**config.mk**
```make
export PLATFORM = sky130hd
export DESIGN_NAME = ddr2_cmd_seq
export DESIGN_NICKNAME = d
export VERILOG_FILES = /design/src/ddr2_cmd_pkg.sv /design/src/ddr2_cmd_seq.sv
export VERILOG_INCLUDE_DIRS = /design/src /design/src/src
export SDC_FILE = /design/constraint.sdc
export NUM_CORES = 1
export LEC_CHECK = 0
export ABC_AREA = 1
export BUFFER_PORTS_ARGS = -buffer_cell sky130_fd_sc_hd__buf_2
export CAP_MARGIN = 20
export CORE_MARGIN = 2
export CORE_UTILIZATION = 55
export DETAILED_ROUTE_END_ITERATION = 12
export PLACE_DENSITY = 0.78
export SYNTH_ARGS = -nofsm -noshare
export SYNTH_HDL_FRONTEND = slang
export SYNTH_SLANG_ARGS = --single-unit
export TNS_END_PERCENT = 20
```
**constraint.sdc**
```tcl
create_clock -name sys_clk -period 5.35 [get_ports sys_clk]
set_input_delay 0.2675 -clock sys_clk [delete_from_list [all_inputs] [get_ports sys_clk]]
set_output_delay 0.2675 -clock sys_clk [all_outputs]
set_load 0.03 [all_outputs]
```
**src/ddr2_cmd_params.svh**
```systemverilog
/*
 * Constants for the command and clock-enable sequencer that drives a
 * DDR2 memory device: command pin encodings, address bit positions and
 * timing counts.
 * Assumes inclusion by the sequencer, its checker and the memory model only.
 */
`ifndef DDR2_CMD_PARAMS_SVH
`define DDR2_CMD_PARAMS_SVH

// Command pin levels {cs_n, ras_n, cas_n, we_n}
`define PIN_MRS 4'h0
`define PIN_REF 4'h1
`define PIN_PRE 4'h2
`define PIN_ACT 4'h3
`define PIN_WR 4'h4
`define PIN_RD 4'h5
`define PIN_NOP 4'h7
`define PIN_DESEL 4'hf

// Address bit that selects auto precharge or precharge of all banks
`define AP_BIT 10
// Termination enable bits in the first extended mode register
`define ODT_EN_BIT_A 2
`define ODT_EN_BIT_B 6

// Clock-enable hold in link clocks (three registered edges)
`define CKE_HOLD_CLOCKS 3
// Self-refresh exit to read, link clocks
`define XSRD_CLOCKS 200
// Self-refresh exit to any command other than read or low-power entry, link clocks
`define XSNR_CLOCKS 20
// Link clock divider: half period in system clocks
`define LINK_HALF_DIV 2

`endif

```
**src/ddr2_cmd_pkg.sv**
```systemverilog
/*
 * Types shared by the DDR2 command sequencer: request opcodes, the pin
 * bundle driven toward the memory and the request bundle from the user.
 * Assumes the constants header is available on the include path.
 */
package ddr2_cmd_pkg;
    typedef enum logic [3:0] {
        OP_NOP = 4'h0,
        OP_MRS = 4'h1,
        OP_REF = 4'h2,
        OP_PRE = 4'h3,
        OP_PREALL = 4'h4,
        OP_ACT = 4'h5,
        OP_WR = 4'h6,
        OP_RD = 4'h7,
        OP_PD_ENTER = 4'h8,
        OP_SR_ENTER = 4'h9,
        OP_EXIT = 4'ha
    } op_t;

    typedef struct packed {
        op_t op;
        logic [2:0] bank;
        logic [15:0] addr;
        logic auto_pre;
    } req_t;

    typedef struct packed {
        logic cke;
        logic cs_n;
        logic ras_n;
        logic cas_n;
        logic we_n;
        logic [2:0] ba;
        logic [15:0] a;
    } pins_t;
endpackage : ddr2_cmd_pkg

```
**src/ddr2_cmd_seq.sv**
```systemverilog
/*
 * Host-side command and clock-enable sequencer for a DDR2 memory device.
 * Takes one request at a time, checks it against the power state and the
 * open-row state, and drives command pins, clock enable, termination and
 * write data mask toward the device on a link clock it divides itself.
 * Assumes the user holds a request until req_ready; no other master.
 */
`timescale 1ns/1ps
`include "ddr2_cmd_params.svh"

module ddr2_cmd_seq #(
    parameter int BUSY_CLOCKS = 8,
    parameter int DM_WIDTH = 2
) (
    // System
    input wire logic sys_clk,
    input wire logic resetn,
    // User request side
    input wire ddr2_cmd_pkg::req_t req,
    input wire logic req_valid,
    input wire logic [DM_WIDTH-1:0] wr_byte_en,
    input wire logic calib_active,
    input wire logic odt_enable,
    input wire logic odt_want,
    output logic req_ready,
    output logic req_reject,
    output logic in_power_down,
    output logic in_self_refresh,
    output logic rows_open,
    // Memory side
    output logic link_clk,
    output ddr2_cmd_pkg::pins_t pins,
    output logic odt,
    output logic [DM_WIDTH-1:0] dm
);
    import ddr2_cmd_pkg::*;

    typedef enum logic [3:0] {
        ST_RUN = 4'b0001,
        ST_PD = 4'b0010,
        ST_SR = 4'b0100,
        ST_WAIT = 4'b1000
    } state_t;

    localparam logic [2:0] HALF = 3'(`LINK_HALF_DIV - 1);

    state_t state_q;
    logic [2:0] div_q;
    logic link_clk_q;
    logic rise;
    logic [7:0] hold_q;
    logic [7:0] busy_q;
    logic [7:0] xs_q;
    logic [7:0] open_q;
    pins_t pins_q;
    logic odt_q;
    logic [DM_WIDTH-1:0] dm_q;
    logic ready_q;
    logic reject_q;
    logic ok;
    logic rows_open_q;

    // Pin pattern for a request opcode
    function automatic logic [3:0] pin_code(input op_t op);
        unique case (op)
            OP_MRS: pin_code = `PIN_MRS;
            OP_REF, OP_SR_ENTER: pin_code = `PIN_REF;
            OP_PRE, OP_PREALL: pin_code = `PIN_PRE;
            OP_ACT: pin_code = `PIN_ACT;
            OP_WR: pin_code = `PIN_WR;
            OP_RD: pin_code = `PIN_RD;
            default: pin_code = `PIN_NOP;
        endcase
    endfunction : pin_code

    // Link clock divider; commands change on the falling half
    always_ff @(posedge sys_clk) begin
        if (!resetn) begin
            div_q <= 3'h0;
            link_clk_q <= 1'b0;
        end else if (div_q == HALF) begin
            div_q <= 3'h0;
            link_clk_q <= ~link_clk_q;
        end else begin
            div_q <= div_q + 3'h1;
        end
    end

    // Two system clocks before the link clock rises, as it falls, the pins are updated
    assign rise = (div_q == HALF) && link_clk_q;

    // Legality of the present request in the present state
    always_comb begin
        ok = 1'b0;
        unique case (state_q)
            ST_RUN, ST_WAIT: begin
                unique case (req.op)
                    OP_PD_ENTER: ok = (hold_q == 8'h0) && (busy_q == 8'h0)
                        && !calib_active;
                    OP_SR_ENTER: ok = (hold_q == 8'h0) && (busy_q == 8'h0)
                        && (open_q == 8'h0) && !calib_active
                        && !odt_want;
                    OP_EXIT: ok = 1'b0;
                    OP_ACT: ok = (busy_q == 8'h0) && !open_q[req.bank];
                    OP_RD, OP_WR: ok = (busy_q == 8'h0) && open_q[req.bank];
                    default: ok = (busy_q == 8'h0);
                endcase
                // Exit wait: reads and low power only after the full delay
                if (state_q == ST_WAIT && xs_q != 8'h0
                    && (req.op inside {OP_RD, OP_PD_ENTER, OP_SR_ENTER}
                    || (req.op != OP_NOP
                    && xs_q > 8'(`XSRD_CLOCKS - `XSNR_CLOCKS)))) begin
                    ok = 1'b0;
                end
            end
            ST_PD, ST_SR: ok = (req.op == OP_EXIT)
                && (hold_q == 8'h0);
            default: ok = 1'b0;
        endcase
    end

    // Request handshake and command issue on the link clock fall
    always_ff @(posedge sys_clk) begin
        if (!resetn) begin
            ready_q <= 1'b0;
            reject_q <= 1'b0;
            pins_q <= '{cke: 1'b0, cs_n: 1'b1, ras_n: 1'b1, cas_n: 1'b1,
                we_n: 1'b1, ba: 3'h0, a: 16'h0};
            state_q <= ST_PD;
            dm_q <= '1;
        end else begin
            ready_q <= 1'b0;
            reject_q <= 1'b0;
            if (rise) begin
                // Default every edge to no-op in run, deselect in other states, keeping the clock enable
                pins_q.cs_n <= (state_q != ST_RUN);
                {pins_q.ras_n, pins_q.cas_n, pins_q.we_n} <= 3'h7;
                dm_q <= '1;
                // Exit wait ends once the read delay has run out
                if (state_q == ST_WAIT && xs_q == 8'h0) begin
                    state_q <= ST_RUN;
                end
                if (req_valid && !ready_q) begin
                    ready_q <= 1'b1;
                    reject_q <= !ok;
                    if (ok) begin
                        unique case (req.op)
                            OP_PD_ENTER: begin
                                pins_q.cke <= 1'b0;
                                state_q <= ST_PD;
                            end
                            OP_SR_ENTER: begin
                                pins_q.cke <= 1'b0;
                                {pins_q.cs_n, pins_q.ras_n, pins_q.cas_n,
                                    pins_q.we_n} <= `PIN_REF;
                                state_q <= ST_SR;
                            end
                            OP_EXIT: begin
                                pins_q.cke <= 1'b1;
                                state_q <= (state_q == ST_SR) ? ST_WAIT
                                    : ST_RUN;
                            end
                            OP_NOP: begin
                            end
                            default: begin
                                {pins_q.cs_n, pins_q.ras_n, pins_q.cas_n,
                                    pins_q.we_n} <= pin_code(req.op);
                                pins_q.ba <= req.bank;
                                pins_q.a <= req.addr;
                                pins_q.a[`AP_BIT] <= (req.op == OP_PREALL)
                                    || (req.op == OP_ACT
                                    ? req.addr[`AP_BIT] : req.auto_pre);
                                if (req.op == OP_MRS || req.op == OP_REF) begin
                                    pins_q.a[`AP_BIT] <= req.addr[`AP_BIT];
                                end
                                if (req.op == OP_WR) begin
                                    dm_q <= ~wr_byte_en;
                                end
                            end
                        endcase
                    end
                end
            end
        end
    end

    // Clock-enable hold and exit-wait counters, in link clocks
    always_ff @(posedge sys_clk) begin
        if (!resetn) begin
            hold_q <= 8'(`CKE_HOLD_CLOCKS);
            xs_q <= 8'h0;
        end else if (rise) begin
            if (req_valid && !ready_q && ok && (req.op == OP_PD_ENTER
                || req.op == OP_SR_ENTER || req.op == OP_EXIT)) begin
                hold_q <= 8'(`CKE_HOLD_CLOCKS);
            end else if (hold_q != 8'h0) begin
                hold_q <= hold_q - 8'h1;
            end
            if (state_q == ST_SR && req_valid && !ready_q && ok) begin
                xs_q <= 8'(`XSRD_CLOCKS);
            end else if (xs_q != 8'h0) begin
                xs_q <= xs_q - 8'h1;
            end
        end
    end

    // Busy window after burst, mode set, precharge, refresh or activate; open-row tracking
    always_ff @(posedge sys_clk) begin
        if (!resetn) begin
            busy_q <= 8'h0;
            open_q <= 8'h0;
        end else if (rise) begin
            if (req_valid && !ready_q && ok && state_q != ST_PD
                && state_q != ST_SR) begin
                unique case (req.op)
                    OP_ACT: open_q[req.bank] <= 1'b1;
                    OP_PRE: open_q[req.bank] <= 1'b0;
                    OP_PREALL: open_q <= 8'h0;
                    OP_RD, OP_WR: begin
                        if (req.auto_pre) begin
                            open_q[req.bank] <= 1'b0;
                        end
                    end
                    default: begin
                    end
                endcase
                if (req.op inside {OP_MRS, OP_PRE, OP_PREALL, OP_RD, OP_WR,
                    OP_REF, OP_ACT}) begin
                    busy_q <= 8'(BUSY_CLOCKS);
                end else if (busy_q != 8'h0) begin
                    busy_q <= busy_q - 8'h1;
                end
            end else if (busy_q != 8'h0) begin
                busy_q <= busy_q - 8'h1;
            end
        end
    end

    // Termination follows the user in run and power-down, off otherwise
    always_ff @(posedge sys_clk) begin
        if (!resetn) begin
            odt_q <= 1'b0;
        end else if (state_q == ST_SR || state_q == ST_WAIT) begin
            odt_q <= 1'b0;
        end else begin
            odt_q <= odt_enable & odt_want;
        end
    end

    // Any open row, registered for the status output
    always_ff @(posedge sys_clk) begin
        if (!resetn) begin
            rows_open_q <= 1'b0;
        end else begin
            rows_open_q <= |open_q;
        end
    end

    assign link_clk = link_clk_q;
    assign pins = pins_q;
    assign odt = odt_q;
    assign dm = dm_q;
    assign req_ready = ready_q;
    assign req_reject = reject_q;
    // One-hot state bits are flops, so status needs no gates
    assign in_power_down = state_q[1];
    assign in_self_refresh = state_q[2];
    assign rows_open = rows_open_q;
endmodule : ddr2_cmd_seq

```
==> reports/results.ini, run 1 <==
[cts]
cts_tree=yes
clk_pin_slew_ns=0.07
post-cts-setup-buffers=0
clockBufferDepth=2
ctsHoldBuffers=0
insertion_delay_ns=0.34
cts_resized=0
h-tree-depth=3
cts_buffers=9
ctsRootBufferMaster=clkbuf_8
cts.sinks=70

[pwr]
seqPwrFrac=0.499
p_sw_mw=0.282
switching_share=0.263
pwr-share-clk=0.391
irDropWorstVdd_v=0.000189
combPwrFrac=0.109
power_density_nw_per_um2=237
leakagePower_nw=2.06
internal_power_mw=0.788

[grt]
grt_pass1_vias=3459
grt_max_degree=35
track_usage=0.253
antenna_found_initial=0
gr-total-overflow=0
grt_pass1_wl_um=15700

[cells_and_area]
area_delta_synth_final_pct=13.9
diodes=0
fill_cells=632
design_area_um2=4520
num-nets-final=691
layout-drive-gt1-share=0.170

[routing]
first_pass_iters=4
drtAntennaViolNets=0
routed_via_density=5.32
num_vias=3981
routed_wl_um=9740
drc=0
first_iter_violations=215
wl_per_cell_um=13.0

[sta]
slew_violations=0
fin_skew_ns=0.00662
finalCritPeriodShare=0.568
setup_viol_count_final=0
hold_violations=0
holdWs_ns=0.134
min_period_ns=3.04
worst_pin_slew_ns=0.718
maxSlewHeadroom=0.520
worst_slack_ns=2.31
rsz0062_at_grt=false
finalSetupTns_ns=0
fmax_mhz=329

[die]
die_w_um=88.9
initial_core_util=0.577
rows=30
design.die.area_um2=7900
die_h_um=88.9
ios=65
core_um2=6870

[setup_path]
endpoint_kind=flip-flop
criticalPathCategory=reg -> reg
required_ns=5.58
cp-start-kind=flip-flop
arrival_ns=3.27
crit_fanout=11
r2r_slack_ns=2.31

[place]
placed_area_um2=4330
place_congestion=0.877
port_buffers=64
pre_cts_ws_ns=2.38
hpwlAfterDp_um=7130

[logic_synthesis]
synth_ff_type=dfxtp_1
syn_nets=630
ys_warn_count=0
synth_edf_count=0
synth-async-reset-ratio=0
syn_area_per_cell_um2=6.75
ys_ff_latch=70
synth_area_um2=3970
syn_inst=587
ys_seq_area_frac=0.353
yosysUniqueCellTypes=40

[run_status]
outcome=finished clean

[worst_hold_path]
hold_path.class=in -> reg

[job]
drv_cap=0

[worst paths after layout]
kind / startpoint / endpoint / cells after the start
max: busy_q[1] / open_q[5] / 13
min: wr_byte_en[0] / dm[0] / 2
max reg2reg: busy_q[1] / open_q[5] / 13
min reg2reg: pins[9] / pins[9] / 2
[cell type report]
| class | count | area [um^2] | area share |
|---|---|---|---|
| Clock buffer | 11 | 141 | 0.0313 |
| Sequential cell | 70 | 1400 | 0.310 |
| Clock inverter | 4 | 47.5 | 0.0105 |
| Inverter | 83 | 312 | 0.0690 |
| Tap cell | 96 | 120 | 0.0266 |
| Timing Repair Buffer | 66 | 335 | 0.0742 |
| Multi-Input combinational cell | 418 | 2160 | 0.478 |
[logic make-up after synthesis]
logic type | share of synthesized area
XOR/XNOR | 0.0265
buffers and inverters | 0.103
flip-flops | 0.353
adder cells (fa/ha/maj) | 0.0347
AND/OR/NAND/NOR | 0.326
AO/OA/AOI/OAI | 0.157
[flip-flops by register name, summed over array words and instances, names as in the netlist]
| register | count |
|---|---|
| odt | 1 |
| open_q | 8 |
| req_reject | 1 |
| busy_q | 8 |
| rows_open | 1 |
| xs_q | 8 |
| div_q | 3 |
| link_clk | 1 |
| req_ready | 1 |
| dm | 2 |
| hold_q | 8 |
| pins | 24 |
| state_q | 4 |
[layer usage]
layer  global-route usage  share of wire
met5                    0              0
met4               0.0730          0.017
met3               0.0656          0.061
met2                0.407           0.46
met1                0.337           0.46
[metrics by stage]
step | total power [mW] | util | instances
after detailed placement | 0.662 | 0.630 | 733
after global placement | 0.659 | 0.630 | 733
after CTS | 1.08 | 0.658 | 748
after floorplan | 0.624 | - | 587
after global routing | 1.12 | 0.658 | 748
final | 1.07 | 0.658 | 748
[power groups by stage]
stage	clock (mW)	combinational, mW	sequential (mW)
finish	0.419	0.117	0.534
global route	0.451	0.131	0.535
CTS	0.430	0.116	0.534
detailed placement	0	0.115	0.547
global placement	0	0.113	0.546
floorplan	0	0.0729	0.552
[synthesized netlist by cell type (all sizes together) (5+ instances only)]
cell type  number  area (um^2)
a21oi          48          263
buf             9         68.8
clkbuf          7         26.3
dfxtp          70         1400
ha             11          138
inv            82          308
nand2         128          493
nand3          56          338
nor2           87          362
nor3           10         60.1
o21ai          38          194
o22ai           5         31.3
xnor2           5         43.8
xor2            7         61.3
[critical path, stage by stage (launching register included)]
cell and delay [ns]:
dfxtp_1 0.32, inv_1 0.09, ha_1 0.22, nand2_1 0.11, nor2_2 0.36, nand2_1 0.11
a21oi_1 0.12, o21ai_1 0.09, nand2_2 0.17, nand2_4 0.09, nor2_1 0.57, nand2_1 0.33
o21ai_0 0.28, a21oi_1 0.06
[cell usage in the layout (no fill, tap or decap), drive strengths merged, types with 5 or more instances in the layout]
| cell | count |
|---|---|
| a21oi | 48 |
| buf | 66 |
| clkbuf | 11 |
| dfxtp | 70 |
| ha | 11 |
| inv | 82 |
| nand2 | 128 |
| nand3 | 56 |
| nor2 | 87 |
| nor3 | 10 |
| o21ai | 38 |
| o22ai | 5 |
| xnor2 | 5 |
| xor2 | 7 |
(Power assumes the default switching activity.)
==> run 2: changes to the inputs <==
Clock period 5.35 ns to 2.85 ns, I/O delays scaled along.
==> run 2 against run 1 <==
Sequential cell count is the same. First-iteration DRC count grew 27%. Sequential share of layout area shrank 0.28 points. Power grew 90%. Setup slack lost 1.9 ns. Wire length grew 3.6%. Final cell count grew 0.67%. Highest routed layer unchanged.
==> reports/results.ini, run 2 (synthesis gave the netlist of run 1 again) <==
[run_status]
outcome=finished clean

[setup_path]
endpoint_kind=flip-flop
r2r_cells=13  ; unchanged
arrival_ns=2.72  ; -0.55 ns
slowest_delay_ns=0.31  ; -0.26 ns
criticalPathCategory=reg -> reg
crit_family=simple AND/OR/NAND/NOR gates
cp-start-kind=flip-flop
required_ns=3.09  ; -2.49 ns
r2r_start=xs_q[0]
cp_slowest_cell=dfxtp_1
cpMostUsedCell=nor2_1
crit_fanout=8  ; -3
r2r_slack_ns=0.37  ; -1.94 ns
worst-path-buf-inv=1  ; unchanged
path_cells=inv_1 > ha_1 > nand3_1 > nor2_2 > nor2_1 > a21oi_1 > o21ai_1 > nand2_2 > nand2_4 > nor2_1 > nand2_1 > o21ai_0 > nor2_1
worst_r2r_endpoint=open_q[3]

[worst_hold_path]
hp-start=wr_byte_en[1]
whs_path_depth=2  ; unchanged
hold_path.class=in -> reg
hold_end=dm[1]

[die]
die_w_um=88.9  ; unchanged
rows=30  ; unchanged
ios=65  ; unchanged
design.die.area_um2=7900  ; unchanged
die_h_um=88.9  ; unchanged
initial_core_util=0.577  ; unchanged
core_um2=6870  ; unchanged

[sta]
finalCritPeriodShare=0.870  ; +0.302
slew_violations=0  ; unchanged
setup_viol_count_final=0  ; unchanged
hold_violations=0  ; unchanged
fin_skew_ns=0.00780  ; +0.00118 ns
fmax_mhz=403  ; +23%
worst_pin_slew_ns=0.578  ; -0.139 ns
rsz0062_at_grt=false
finalSetupTns_ns=0  ; unchanged
maxSlewHeadroom=0.614  ; +0.0942
min_period_ns=2.48  ; -0.559 ns

[cts]
cts_buffers=9  ; unchanged
h-tree-depth=3  ; unchanged
insertion_delay_ns=0.35  ; about the same
ctsRootBufferMaster=clkbuf_8
cts_resized=0  ; unchanged
cts.sinks=70  ; unchanged
post-cts-setup-buffers=0  ; unchanged
cts_tree=yes
clockBufferDepth=2  ; unchanged
clk_pin_slew_ns=0.08  ; about the same

[routing]
first_pass_iters=5  ; +1
drc=0  ; unchanged
routed_via_density=5.30  ; -0.36%
drtAntennaViolNets=0  ; unchanged
wl_per_cell_um=13.4  ; +2.9%
first_iter_violations=273  ; +27%
routed_wl_um=10100  ; +3.6%
num_vias=3993  ; +0.30%

[place]
place_congestion=0.976  ; +11%
port_buffers=64  ; unchanged
hpwlAfterDp_um=7280  ; +2.1%

[cells_and_area]
seqCellArea_um2=1400  ; unchanged
fill_cells=616  ; -2.5%
final_common_cell=nand2_1
layout-drive-gt1-share=0.175  ; +0.00479
multiInputGateArea_um2=2160  ; unchanged
final_cell_mix=nand2_1 (125), inv_1 (78), nor2_1 (78)
largest_register_ffs=24  ; unchanged
num-nets-final=695  ; +0.58%
post-route-util=0.664  ; +0.00601
area_delta_synth_final_pct=15.0
diodes=0  ; unchanged

[pwr]
switching_share=0.279  ; +0.0162
combPwrFrac=0.108  ; about the same
irDropWorstVdd_v=0.000245  ; +29%
internal_power_mw=1.47  ; +86%
seqPwrFrac=0.492  ; -0.007
p_sw_mw=0.569  ; +100%
pwr-share-clk=0.399  ; +0.008
power_mw=2.04  ; +90%
leakagePower_nw=2.08  ; +0.64%
power_density_nw_per_um2=447  ; +89%

[grt]
grt_pass1_wl_um=16700  ; +6.4%
grt_pass1_vias=3723  ; +7.6%
grt_max_degree=35  ; unchanged
antenna_found_initial=0  ; unchanged
gr-total-overflow=0  ; unchanged
track_usage=0.267  ; +0.0137

[job]
drv_cap=0  ; unchanged

-- run 2: changes by cell type in the layout (fill, tap and decap cells not counted), sizes merged --
cell	before	now
buf	66	69
clkinv	3	2
clkinvlp	1	3
inv	82	83
clkbuf	11	10
dlygate4sd3	0	1
-- run 2: how the worst max path moves through the flow --
stage	from	to	slack [ns]	cells after the start
after floorplan	busy_q[0]	pins[16]	0.79	14
after global placement	xs_q[0]	open_q[2]	0.53	13
after detailed placement	xs_q[0]	open_q[3]	0.42	13
after CTS	xs_q[0]	open_q[3]	0.41	13
after global routing	xs_q[0]	open_q[3]	0.13	13
final	xs_q[0]	open_q[3]	0.37	13
-- run 2: layer usage --
layer	wire length, um	GRT usage
met1	4570	0.350
met2	4880	0.444
met3	526	0.0545
met4	109	0.0813
met5	0	0
-- run 2: layout make-up --
type / instances / share of cell area
clock inverter: 6 / 0.0154
inverter: 83 / 0.0684
timing repair buffer: 70 / 0.0807
multi-input combinational: 418 / 0.474
tap: 96 / 0.0264
sequential: 70 / 0.307
clock buffer: 10 / 0.0280
-- run 2: through the flow --
step | cell area, um^2 | std cells | worst slack (ns) | hold slack [ns]
final | 4560 | 753 | 0.369 | 0.0197
after global routing | 4560 | 753 | 0.132 | 0.0335
after CTS | 4560 | 753 | 0.405 | 0.0189
after detailed placement | 4350 | 736 | 0.422 | 0.367
after global placement | 4350 | 736 | 0.528 | 0.364
after floorplan | 3970 | 587 | 0.794 | 0.276
-- run 2: power by group through the flow --
stage	Combinational, mW	Sequential [mW]	Clock [mW]
global placement	0.210	1.03	0
detailed placement	0.216	1.03	0
floorplan	0.137	1.04	0
CTS	0.219	1.00	0.818
global route	0.248	1.01	0.857
finish	0.221	1.00	0.813
-- run 2: worst reg2reg max path, delay by kind of cell, from the launching register on --
kind / cells / cell delay, ns
AO/OA/AOI/OAI: 3 / 0.47
AND/OR/NAND/NOR: 8 / 1.25
adder cells (fa/ha/maj): 1 / 0.19
flip-flops: 1 / 0.31
buffers and inverters: 1 / 0.13
-- run 2: what timing repair did --
action | 4_1_cts | 5_1_grt
hold buffers | 1 | 0
endpoints found under the hold margin | 1 | 0
endpoints found under the setup margin | 0 | 0
